### config.mk
export PLATFORM = sky130hd
export DESIGN_NAME = clock_prescaler_tick_timer
export DESIGN_NICKNAME = d
export VERILOG_FILES = /design/src/hw/clock_prescaler_tick_timer_pkg.sv /design/src/hw/tick_link_if.sv /design/src/hw/tick_time_base.sv /design/src/hw/clock_prescaler_tick_timer.sv
export VERILOG_INCLUDE_DIRS = /design/src /design/src/hw
export SDC_FILE = /design/constraint.sdc
export NUM_CORES = 1
export LEC_CHECK = 0
export BUFFER_PORTS_ARGS = -buffer_cell sky130_fd_sc_hd__buf_2
export CAP_MARGIN = 25
export CORE_UTILIZATION = 45
export CTS_CLUSTER_SIZE = 8
export DETAILED_ROUTE_END_ITERATION = 12
export HOLD_SLACK_MARGIN = 0.1
export PLACE_DENSITY_LB_ADDON = 0.12
export SETUP_SLACK_MARGIN = 0.5
export SYNTH_ARGS = -nofsm -noshare
export SYNTH_HDL_FRONTEND = slang
export SYNTH_SLANG_ARGS = --single-unit
### constraint.sdc
create_clock -name i_core_clk -period 5.2 [get_ports i_core_clk]
set_clock_uncertainty 0.2 [all_clocks]
set_input_delay 1.04 -clock i_core_clk [delete_from_list [all_inputs] [get_ports i_core_clk]]
set_output_delay 1.04 -clock i_core_clk [all_outputs]
set_load 0.02 [all_outputs]
### src/hw/clock_prescaler_tick_timer_consts.svh
/*
  Offsets, field positions, reset values and cycle counts of the clock
  prescaler and tick timer. Assumes an 8-bit register port with a 2-bit
  word address.
*/
`ifndef CLOCK_PRESCALER_TICK_TIMER_CONSTS_SVH
`define CLOCK_PRESCALER_TICK_TIMER_CONSTS_SVH

// Register word addresses
`define CCS_ADDR_CTRL 2'h0
`define CCS_ADDR_IRQ_STATUS 2'h1
`define CCS_ADDR_IRQ_CLEAR 2'h2
`define CCS_ADDR_IRQ_ENABLE 2'h3

// Control register field positions
`define CCS_BIT_CLK_OUT 7
`define CCS_BIT_DIV_HI 6
`define CCS_BIT_DIV_LO 5
`define CCS_BIT_SLOW 4
`define CCS_BIT_TB_HI 3
`define CCS_BIT_TB_LO 2
`define CCS_BIT_TICK_IE 1
`define CCS_BIT_TICK_FLAG 0

// Reset value of the control register
`define CCS_CTRL_RESET 8'h00

// Interrupt status bit positions
`define CCS_IRQ_BIT_TICK 0
`define CCS_IRQ_BIT_WAKE 1
`define CCS_IRQ_BITS 2

// Time-base periods in oscillator cycles
`define CCS_TB_PERIOD_0 16000
`define CCS_TB_PERIOD_1 32000
`define CCS_TB_PERIOD_2 80000
`define CCS_TB_PERIOD_3 200000
`define CCS_TB_CNT_W 18

// Slow divider counter width, enough for divide by 16
`define CCS_DIV_CNT_W 4

`endif

### src/hw/clock_prescaler_tick_timer_pkg.sv
/*
  Types of the clock prescaler and tick timer.
  Assumes the constants header is compiled alongside.
*/
package clock_prescaler_tick_timer_pkg;

    // Power state of the block as seen by the clock controller
    typedef enum logic [1:0] {
        ST_RUN,
        ST_ACTIVE_HALT,
        ST_FULL_HALT
    } power_state_t;

    // Two-bit select codes
    typedef logic [1:0] sel2_t;

endpackage : clock_prescaler_tick_timer_pkg

### src/hw/tick_link_if.sv
/*
  Interface between the control logic and the time-base counter.
  Assumes both ends share one clock.
*/
`timescale 1ns/1ps

interface tick_link_if;
    import clock_prescaler_tick_timer_pkg::*;

    sel2_t time_base_select; // Requested time-base code
    logic run; // Counter advances while high
    logic tick; // One-cycle pulse on each period wrap

    modport ctrl (output time_base_select, output run, input tick);
    modport timer (input time_base_select, input run, output tick);
endinterface : tick_link_if

### src/hw/tick_time_base.sv
/*
  Time-base counter: counts oscillator cycles, wraps at the selected period
  and pulses tick on each wrap. A new period select is adopted only at a wrap.
  Assumes the control end holds run low in full halt.
*/
`timescale 1ns/1ps
`include "clock_prescaler_tick_timer_consts.svh"

module tick_time_base #(
    parameter int unsigned PERIOD_0 = `CCS_TB_PERIOD_0,
    parameter int unsigned PERIOD_1 = `CCS_TB_PERIOD_1,
    parameter int unsigned PERIOD_2 = `CCS_TB_PERIOD_2,
    parameter int unsigned PERIOD_3 = `CCS_TB_PERIOD_3
) (
    input wire logic i_core_clk,
    input wire logic i_rst_b,
    input wire logic i_clk_en,
    tick_link_if.timer link
);
    import clock_prescaler_tick_timer_pkg::*;

    logic [`CCS_TB_CNT_W-1:0] cnt_q, cnt_d; // Cycles into current period
    sel2_t sel_q, sel_d; // Select in force for current period
    logic tick_q, tick_d; // Wrap pulse

    // Last count of a period for a select code
    function automatic logic [`CCS_TB_CNT_W-1:0] last_count(input sel2_t sel);
        case (sel)
            2'h0: last_count = `CCS_TB_CNT_W'(PERIOD_0 - 1);
            2'h1: last_count = `CCS_TB_CNT_W'(PERIOD_1 - 1);
            2'h2: last_count = `CCS_TB_CNT_W'(PERIOD_2 - 1);
            default: last_count = `CCS_TB_CNT_W'(PERIOD_3 - 1);
        endcase
    endfunction : last_count

    // Next count, select and pulse
    always_comb begin
        cnt_d = cnt_q;
        sel_d = sel_q;
        tick_d = 1'b0;
        if (link.run) begin
            if (cnt_q >= last_count(sel_q)) begin
                cnt_d = '0;
                tick_d = 1'b1;
                // Adopting only here keeps ticks phase aligned
                sel_d = link.time_base_select;
            end else begin
                cnt_d = cnt_q + 1'b1;
            end
        end
    end

    // Register stage, frozen by clock enable
    always_ff @(posedge i_core_clk or negedge i_rst_b) begin
        if (!i_rst_b) begin
            cnt_q <= '0;
            sel_q <= 2'h0;
            tick_q <= 1'b0;
        end else if (i_clk_en) begin
            cnt_q <= cnt_d;
            sel_q <= sel_d;
            tick_q <= tick_d;
        end
    end

    assign link.tick = tick_q;
endmodule : tick_time_base

### src/hw/clock_prescaler_tick_timer.sv
/*
  Clock control and status register with slow-mode prescaler, clock-out
  select, time-base tick timer, halt state tracking and interrupt registers.
  Assumes a single oscillator-derived clock, a synchronous register port and
  a processor that pulses i_halt_req when it runs its halt instruction.
*/
// What this block does
// - Bit 7 routes oscillator clock to pin
// - Clock-out inactive during active halt
// - Slow divider codes give divide 2/4/8/16
// - Divider ignored unless slow mode selected
// - Slow select chooses oscillator or divided clock
// - Time-base codes give 16k/32k/80k/200k periods
// - New time base applies after current period
// - Bit 1 is software tick interrupt enable
// - Halt with enable set enters active halt
// - Tick interrupt wakes from active halt
// - Hardware sets tick flag each period
// - Register read clears flag; writes cannot
// - Control register resets to all zero
// - Tick request needs enable and unmasked processor
// - Full halt freezes counter and registers
`timescale 1ns/1ps
`include "clock_prescaler_tick_timer_consts.svh"

module clock_prescaler_tick_timer #(
    parameter int unsigned PERIOD_0 = `CCS_TB_PERIOD_0,
    parameter int unsigned PERIOD_1 = `CCS_TB_PERIOD_1,
    parameter int unsigned PERIOD_2 = `CCS_TB_PERIOD_2,
    parameter int unsigned PERIOD_3 = `CCS_TB_PERIOD_3
) (
    input wire logic i_core_clk,
    input wire logic i_rst_b,
    input wire logic i_clk_en,
    input wire logic [1:0] i_addr,
    input wire logic [7:0] i_wdata,
    input wire logic i_wr,
    input wire logic i_rd,
    output logic [7:0] o_rdata,
    input wire logic i_halt_req,
    input wire logic i_wake,
    input wire logic i_int_mask,
    output logic o_core_clk_en,
    output logic o_clock_out_select,
    output logic o_tick_req,
    output logic o_irq,
    output clock_prescaler_tick_timer_pkg::power_state_t o_power_state
);
    import clock_prescaler_tick_timer_pkg::*;

    tick_link_if link (); // Control to counter link

    // Control register fields
    logic clock_out_enable_q, clock_out_enable_d;
    sel2_t slow_divider_select_q, slow_divider_select_d;
    logic slow_mode_select_q, slow_mode_select_d;
    sel2_t time_base_select_q, time_base_select_d;
    logic tick_interrupt_enable_q, tick_interrupt_enable_d;
    logic tick_flag_q, tick_flag_d;

    // Interrupt status and enable, one bit per event
    logic [`CCS_IRQ_BITS-1:0] irq_status_q, irq_status_d;
    logic [`CCS_IRQ_BITS-1:0] irq_enable_q, irq_enable_d;

    // Power state
    power_state_t state_q, state_d;
    logic wake_event; // Leaving either halt this cycle

    // Prescaler and registered outputs
    logic [`CCS_DIV_CNT_W-1:0] div_cnt_q, div_cnt_d;
    logic core_clk_en_q, core_clk_en_d;
    logic clock_out_select_q, clock_out_select_d;
    logic tick_req_q, tick_req_d;
    logic irq_q, irq_d;
    logic [7:0] rdata_q, rdata_d;

    logic frozen; // Registers held in full halt
    logic wr_ctrl, rd_ctrl; // Accesses to the control register

    // Low bits of the divider that must all be set to pulse the clock enable
    function automatic logic [`CCS_DIV_CNT_W-1:0] div_mask(input sel2_t sel);
        case (sel)
            2'h0: div_mask = 4'h1;
            2'h1: div_mask = 4'h3;
            2'h2: div_mask = 4'h7;
            default: div_mask = 4'hf;
        endcase
    endfunction : div_mask

    // Assembled control register image
    function automatic logic [7:0] ctrl_image(input logic co, input sel2_t dv, input logic sm,
                                              input sel2_t tb, input logic ie, input logic fl);
        ctrl_image = {co, dv, sm, tb, ie, fl};
    endfunction : ctrl_image

    assign frozen = (state_q == ST_FULL_HALT);
    assign wr_ctrl = i_wr && !frozen && (i_addr == `CCS_ADDR_CTRL);
    assign rd_ctrl = i_rd && !frozen && (i_addr == `CCS_ADDR_CTRL);

    // Counter keeps running in active halt, stops only in full halt
    assign link.run = !frozen;
    assign link.time_base_select = time_base_select_q;

    tick_time_base #(
        .PERIOD_0(PERIOD_0),
        .PERIOD_1(PERIOD_1),
        .PERIOD_2(PERIOD_2),
        .PERIOD_3(PERIOD_3)
    ) u_time_base (
        .i_core_clk(i_core_clk),
        .i_rst_b(i_rst_b),
        .i_clk_en(i_clk_en),
        .link(link)
    );

    // Next values of the register file
    always_comb begin
        clock_out_enable_d = clock_out_enable_q;
        slow_divider_select_d = slow_divider_select_q;
        slow_mode_select_d = slow_mode_select_q;
        time_base_select_d = time_base_select_q;
        tick_interrupt_enable_d = tick_interrupt_enable_q;
        tick_flag_d = tick_flag_q;
        irq_status_d = irq_status_q;
        irq_enable_d = irq_enable_q;
        rdata_d = 8'h00;
        if (wr_ctrl) begin
            clock_out_enable_d = i_wdata[`CCS_BIT_CLK_OUT];
            slow_divider_select_d = i_wdata[`CCS_BIT_DIV_HI:`CCS_BIT_DIV_LO];
            slow_mode_select_d = i_wdata[`CCS_BIT_SLOW];
            time_base_select_d = i_wdata[`CCS_BIT_TB_HI:`CCS_BIT_TB_LO];
            tick_interrupt_enable_d = i_wdata[`CCS_BIT_TICK_IE];
            // Flag bit of the write data is dropped on purpose
        end
        if (i_wr && !frozen && i_addr == `CCS_ADDR_IRQ_ENABLE) begin
            irq_enable_d = i_wdata[`CCS_IRQ_BITS-1:0];
        end
        if (i_wr && !frozen && i_addr == `CCS_ADDR_IRQ_CLEAR) begin
            irq_status_d = irq_status_q & ~i_wdata[`CCS_IRQ_BITS-1:0];
        end
        // Read clears the flag, a tick in the same cycle still lands
        if (rd_ctrl) begin
            tick_flag_d = 1'b0;
        end
        if (link.tick) begin
            tick_flag_d = 1'b1;
            irq_status_d[`CCS_IRQ_BIT_TICK] = 1'b1;
        end
        if (wake_event) begin
            irq_status_d[`CCS_IRQ_BIT_WAKE] = 1'b1;
        end
        // Read data, unmapped or write-only words read zero
        if (i_rd && !frozen) begin
            case (i_addr)
                `CCS_ADDR_CTRL: rdata_d = ctrl_image(clock_out_enable_q, slow_divider_select_q,
                    slow_mode_select_q, time_base_select_q, tick_interrupt_enable_q, tick_flag_q);
                `CCS_ADDR_IRQ_STATUS: rdata_d = {6'h00, irq_status_q};
                `CCS_ADDR_IRQ_ENABLE: rdata_d = {6'h00, irq_enable_q};
                default: rdata_d = 8'h00;
            endcase
        end
    end

    // Register file storage, all zero after reset
    always_ff @(posedge i_core_clk or negedge i_rst_b) begin
        if (!i_rst_b) begin
            {clock_out_enable_q, slow_divider_select_q, slow_mode_select_q,
             time_base_select_q, tick_interrupt_enable_q, tick_flag_q} <= `CCS_CTRL_RESET;
            irq_status_q <= '0;
            irq_enable_q <= '0;
            rdata_q <= 8'h00;
        end else if (i_clk_en) begin
            clock_out_enable_q <= clock_out_enable_d;
            slow_divider_select_q <= slow_divider_select_d;
            slow_mode_select_q <= slow_mode_select_d;
            time_base_select_q <= time_base_select_d;
            tick_interrupt_enable_q <= tick_interrupt_enable_d;
            tick_flag_q <= tick_flag_d;
            irq_status_q <= irq_status_d;
            irq_enable_q <= irq_enable_d;
            rdata_q <= rdata_d;
        end
    end

    // Power state transitions
    always_comb begin
        state_d = state_q;
        wake_event = 1'b0;
        case (state_q)
            ST_RUN: begin
                if (i_halt_req) begin
                    // Enabled tick interrupt selects the lighter halt
                    state_d = tick_interrupt_enable_q ? ST_ACTIVE_HALT : ST_FULL_HALT;
                end
            end
            ST_ACTIVE_HALT: begin
                if ((link.tick && tick_interrupt_enable_q) || i_wake) begin
                    state_d = ST_RUN;
                    wake_event = 1'b1;
                end
            end
            ST_FULL_HALT: begin
                // Tick cannot fire here, only an external wake source
                if (i_wake) begin
                    state_d = ST_RUN;
                    wake_event = 1'b1;
                end
            end
            default: state_d = ST_RUN;
        endcase
    end

    // Power state register
    always_ff @(posedge i_core_clk or negedge i_rst_b) begin
        if (!i_rst_b) begin
            state_q <= ST_RUN;
        end else if (i_clk_en) begin
            state_q <= state_d;
        end
    end

    // Prescaler and output stage
    always_comb begin
        div_cnt_d = div_cnt_q + 1'b1;
        core_clk_en_d = 1'b0;
        if (state_d == ST_RUN) begin
            if (!slow_mode_select_q) begin
                core_clk_en_d = 1'b1;
            end else begin
                // Divider only matters here, ignored in normal mode
                core_clk_en_d = ((div_cnt_d & div_mask(slow_divider_select_q)) ==
                                 div_mask(slow_divider_select_q));
            end
        end
        // Pad function taken back in active halt to save power
        clock_out_select_d = clock_out_enable_q && (state_d != ST_ACTIVE_HALT);
        tick_req_d = tick_flag_d && tick_interrupt_enable_d && !i_int_mask;
        irq_d = |(irq_status_d & irq_enable_d);
    end

    // Output registers
    always_ff @(posedge i_core_clk or negedge i_rst_b) begin
        if (!i_rst_b) begin
            div_cnt_q <= '0;
            core_clk_en_q <= 1'b0;
            clock_out_select_q <= 1'b0;
            tick_req_q <= 1'b0;
            irq_q <= 1'b0;
        end else if (i_clk_en) begin
            div_cnt_q <= div_cnt_d;
            core_clk_en_q <= core_clk_en_d;
            clock_out_select_q <= clock_out_select_d;
            tick_req_q <= tick_req_d;
            irq_q <= irq_d;
        end
    end

    assign o_rdata = rdata_q;
    assign o_core_clk_en = core_clk_en_q;
    assign o_clock_out_select = clock_out_select_q;
    assign o_tick_req = tick_req_q;
    assign o_irq = irq_q;
    assign o_power_state = state_q;
endmodule : clock_prescaler_tick_timer

Word level (Yosys, flattened, before mapping) --
Cells that the tools add are included.
Word-level totals: register bits after elaboration 51
Operators by class: order comparisons 1, $add $sub $neg 2, reduce and logical (&&, ||, !) cells 22, bitwise gates (word level) 5, equal/unequal tests 11, mux-type cells 27
Operators by type and width (count):
- 18-bit one-hot mux with 3 select lines | 1
- 18-bit two-way mux | 2
- 8-bit one-hot mux with 3 select lines | 1
- 18-bit by 1-bit adder with 18-bit output (second input constant) | 1
- 18-bit greater-or-equal comparator | 1
- 2-bit two-way mux | 6
- 4-bit one-hot mux with 3 select lines | 1
- 1-bit two-way mux | 11
- 2-bit equality test (second input constant) | 5
- 1-bit logical AND | 10
- 2-bit zero test | 5
- 2-bit by 1-bit equality test with 1-bit output (second input constant) | 4
- 4-bit two-way mux | 2
- 8-bit two-way mux | 1
- 2-bit one-hot mux with 3 select lines | 1
- 4-bit by 1-bit adder with 4-bit output (second input constant) | 1
- 2-bit bitwise AND | 2
- 4-bit bitwise AND | 1
- 4-bit equality test | 1
- 2-bit AND reduction | 2
- 3-bit AND reduction | 1
- 1-bit zero test | 2
- 2-bit by 1-bit != test with 1-bit output (second input constant) | 1
- 2-bit inverter | 1
- other kinds (4) | 4

Depth between registers and ports, before layout --
depth after elaboration 10, mapped depth 10, mapped depth without buffers 9

Hierarchy --
Synthesis repeated with hierarchy kept, for this count alone.
Second synthesis, totals: cell total of the unflattened synthesis 282, area, all modules 2811.4 µm²
By module, submodules not included:
- clock_prescaler_tick_timer | cells each 149, instances 1, sequential area each 750.7 µm², area each 1550.2 µm²
- tick_time_base | cells each 133, instances 1, sequential area each 525.5 µm², area each 1261.2 µm²

Worst setup path before layout --
OpenSTA, ideal clock, no wires.
kind input to register, start in i_addr[0], end reg irq_enable_q[0], library setup time 0.125 ns, path buffers 1, cell stages on the path 4, data required time 4.875 ns, arrival time 2.080 ns, setup slack 2.795 ns, cell sequence clkbuf_1 -> nand4_1 -> or2_2 -> mux2_2
On the way: cells in the longest elaborated chain, start to end 3
Ends and longest elaborated chain:
- start, declared | line clock_prescaler_tick_timer.sv:35 | input wire logic [1:0] i_addr,
- 2-bit equality test
- 1-bit logical AND (no line)
- 2-bit two-way mux | line clock_prescaler_tick_timer.sv:135 | if (i_wr && !frozen && i_addr == `CCS_ADDR_IRQ_ENABLE) begin
- end signal, assigned | line clock_prescaler_tick_timer.sv:180 | irq_enable_q <= irq_enable_d;
- end, declared | line clock_prescaler_tick_timer.sv:63 | logic [`CCS_IRQ_BITS-1:0] irq_enable_q, irq_enable_d;
Every way passes these cells. A chain may end at the register's enable or synchronous reset.

Worst setup path after layout --
start reg u_time_base.sel_q[1], end reg u_time_base.sel_q[0]
On the way: cells in the longest elaborated chain, start to end 5, elaborated cells on any way between the ends 7
Ends and longest elaborated chain:
- start, declared | line tick_time_base.sv:23 | sel2_t sel_q, sel_d;
- start signal, assigned | line tick_time_base.sv:61 | sel_q <= sel_d;
- 2-bit equality test (tied with other cells) | line tick_time_base.sv:28 | case (sel)
- 18-bit one-hot mux with 3 select lines * | line tick_time_base.sv:28
- 18-bit two-way mux * | line tick_time_base.sv:41 | if (link.run) begin
- 18-bit greater-or-equal comparator * | line tick_time_base.sv:42 | if (cnt_q >= last_count(sel_q)) begin
- 3-bit AND reduction (no line) *
Every way passes the cells marked *; elsewhere a longest branch is shown, timed or not. The select of a mux whose other input is x is not followed.

==> flow_metrics.env <==
export IMPL_clockBufferDepth=2
export IMPL_critical_path_class="reg -> reg"
export IMPL_grt_pass1_wl_um=9650
export IMPL_ir_drop_mv=0.195
export IMPL_drive_gt1_frac=0.207
export IMPL_cp_max_fo=13
export IMPL_dieArea_um2=6410
export IMPL_final_common_cell="dfrtp_1"
export IMPL_cts_resized=0
export IMPL_cp_arrival_ps=2820
export IMPL_cts_tree="yes"
export IMPL_post_route_util=0.522
export IMPL_grt_util_all_layers=0.195
export IMPL_synth_xor_area_share=0.0416
export IMPL_cts_sinks=51
export IMPL_antenna_cells=0
export IMPL_place_hpwl_um=4190
export IMPL_synth_distinct_cells=49
export IMPL_hold_buffers=0
export IMPL_rsz0062_at_grt="no"
export IMPL_ys_seq_area_frac=0.466
export IMPL_dr_pass1_iters=4
export IMPL_core_area_um2=5890
export IMPL_setup_viol=0
export IMPL_yosysWarnings=0
export IMPL_max_freq_ghz=0.353
export IMPL_drt_total_wl_um=5820
export IMPL_drc=0
export IMPL_drt_iter0_drc=95
export IMPL_hold_class="reg -> reg"
export IMPL_synth_cell_area_um2=2740
export IMPL_synthesis_nets=298
export IMPL_grt_antenna_before_repair=0
export IMPL_layout_common_cells="dfrtp_1 (51), buf_2 (31), nand2_1 (24)"
export IMPL_area_delta_synth_final_pct=12.1
export IMPL_rows=28
export IMPL_drv_slew=0
export IMPL_ys_ff_latch=51
export IMPL_r2r_slack_ps=2360
export IMPL_tns_ps=0
export IMPL_hold_viol_final=0
export IMPL_avgSynthCellArea_um2=10.3
export IMPL_rr_worst_depth=9
export IMPL_synth_compound_area_frac=0.158
export IMPL_die_h_um=80.0
export IMPL_yosys_area_share_simple=0.175
export IMPL_hold_path_end="div_cnt_q[3]"
export IMPL_grt_max_degree=52
export IMPL_async_flop_share=1.00
export IMPL_powerDensity_nw_per_um2=395
export IMPL_clk_transition_reported_paths_ps=90
export IMPL_whs_path_depth=1
export IMPL_r2r_start="u_time_base.sel_q[1]"
export IMPL_die_w_um=80.0
export IMPL_synth_top_family_by_area="simple AND/OR/NAND/NOR gates"
export IMPL_htreeDepth=2
export IMPL_endpoint_kind="register"
export IMPL_synth_ff_type="dfrtp_1"
export IMPL_synth_area_leader_cell="dfrtp_1"
export IMPL_relSlewSlack=0.513
export IMPL_synth_edf_count=0
export IMPL_netlist_area_leader_share=0.466
export IMPL_grt_pass1_vias=2033
export IMPL_synth_area_leaders="dfrtp_1 (47%), ha_1 (5.9%), mux2_2 (4.5%)"
export IMPL_power_leakage_nw=1.44
export IMPL_grt_overflow=0
export IMPL_worst_setup_path_start_kind="register"
export IMPL_synth_adder_area_share=0.0594
export IMPL_nFillCells=552
export IMPL_cts_made_buffers=5
export IMPL_critical_path_required_ps=5180
export IMPL_vias=2109
export IMPL_worst_slew_pin_slew_ps=725
export IMPL_io_pins=32
export IMPL_nets=331
export IMPL_syn_inst=267
export IMPL_min_from="div_cnt_q[3]"
export IMPL_r2r_end="u_time_base.sel_q[0]"
export IMPL_fin_crit_ps=2840
export IMPL_wl_per_cell_um=15.5
export IMPL_cts_setup_buffers=0
export IMPL_drtAntennaViolNets=0
export IMPL_port_buffers=31
export IMPL_insertion_delay_ps=300
export IMPL_avgViaCountPerCell=5.62
export IMPL_initial_core_util=0.466
export IMPL_timing_final_crit_share=0.545
export IMPL_place_gp_congestion=0.898
export IMPL_status="finished clean"
export IMPL_synthMuxAreaShare=0.0744
export IMPL_cts_root_buf="clkbuf_8"
export IMPL_maxCapViolations=0
[flip-flops by register name (all words and copies together) (netlist names), 2 cells and up]
register / flops
u_time_base.sel_q: 2
irq_status_q: 2
slow_divider_select_q: 2
link.time_base_select: 2
o_power_state: 2
div_cnt_q: 4
u_time_base.cnt_q: 18
irq_enable_q: 2
o_rdata: 8
[worst max-delay path: stages, from the launching register on]
cell     delay [ps]
dfrtp_1         430
inv_1           150
nand2_1         110
ha_1            280
and4b_1         220
and3_1          180
nand3_2         100
o21a_1          230
nor2_2          420
mux2_2          390
[layout make-up]
class / count / area [µm²] / share of cell area
Multi-Input combinational cell: 200 / 1400 / 0.454
Sequential cell: 51 / 1280 / 0.415
Timing Repair Buffer: 33 / 170 / 0.0554
Tap cell: 75 / 93.8 / 0.0305
Clock buffer: 6 / 72.6 / 0.0236
Inverter: 9 / 33.8 / 0.0110
Clock inverter: 1 / 30.0 / 0.00978
[cells by family after synthesis]
logic type | Yosys count
AOI/OAI and AO/OA | 59
muxes | 19
DFF | 51
and+or+nand+nor | 96
adders and majority gates | 13
xor gates and xnor gates | 13
buffers and inverters | 16
[metrics by stage]
stage / instances / setup WS [ps] / power [W] / area [µm²] / hold slack [ps]
floorplan: 267 / 2800 / 0.000840 / 2740 / 237
global placement: 368 / 2170 / 0.000953 / 2970 / 254
detailed placement: 368 / 2080 / 0.000958 / 2970 / 262
CTS: 375 / 2330 / 0.00123 / 3070 / 280
global route: 375 / 2180 / 0.00130 / 3070 / 294
finish: 375 / 2360 / 0.00121 / 3070 / 271
[how the worst max path moves through the flow]
stage | endpoint | slack, ps | startpoint | cells after the start
after detailed placement | o_rdata[7] | 2080 | i_clk_en | 6
after global routing | o_rdata[4] | 2180 | i_clk_en | 6
after CTS | u_time_base.sel_q[0] | 2330 | u_time_base.sel_q[0] | 9
after global placement | o_rdata[5] | 2170 | i_clk_en | 6
after floorplan | irq_enable_q[0] | 2800 | i_addr[0] | 4
final | u_time_base.sel_q[0] | 2360 | u_time_base.sel_q[1] | 9
[cells in the mapped netlist, types with 2 or more instances]
| library cell | n |
|---|---|
| ha_1 | 13 |
| or3_1 | 2 |
| o21a_1 | 2 |
| a22o_1 | 8 |
| nand4_1 | 8 |
| clkbuf_1 | 5 |
| nor4_1 | 2 |
| o211ai_1 | 3 |
| a21oi_1 | 8 |
| nand2_1 | 24 |
| o2bb2ai_1 | 6 |
| dfrtp_1 | 51 |
| a31oi_1 | 5 |
| xor2_1 | 7 |
| mux2_2 | 11 |
| nand3_1 | 12 |
| and2_4 | 2 |
| a21o_1 | 5 |
| nor3_1 | 6 |
| xnor2_1 | 6 |
| inv_1 | 8 |
| o22ai_1 | 2 |
| nand2b_1 | 3 |
| nor2b_1 | 2 |
| or2_2 | 2 |
| and3_1 | 3 |
| mux2i_1 | 8 |
| o221ai_1 | 2 |
| o21ai_0 | 10 |
| nor2_1 | 22 |
[power breakdown]
| group | internal [W] | total (W) | switching, W |
|---|---|---|---|
| sequential | 0.000497 | 0.000595 | 0.0000985 |
| clock | 0.000141 | 0.000266 | 0.000124 |
| combinational | 0.000163 | 0.000351 | 0.000188 |
[metal layers]
layer | share of wire | track usage | vias up
met4 | 0.015 | 0.0536 | 0
met1 | 0.47 | 0.270 | 1015
met2 | 0.47 | 0.309 | 46
met3 | 0.044 | 0.0400 | 9
met5 | 0 | 0 | -
li1 | - | - | 1039
No activity file was read; power rests on OpenSTA's default activity.
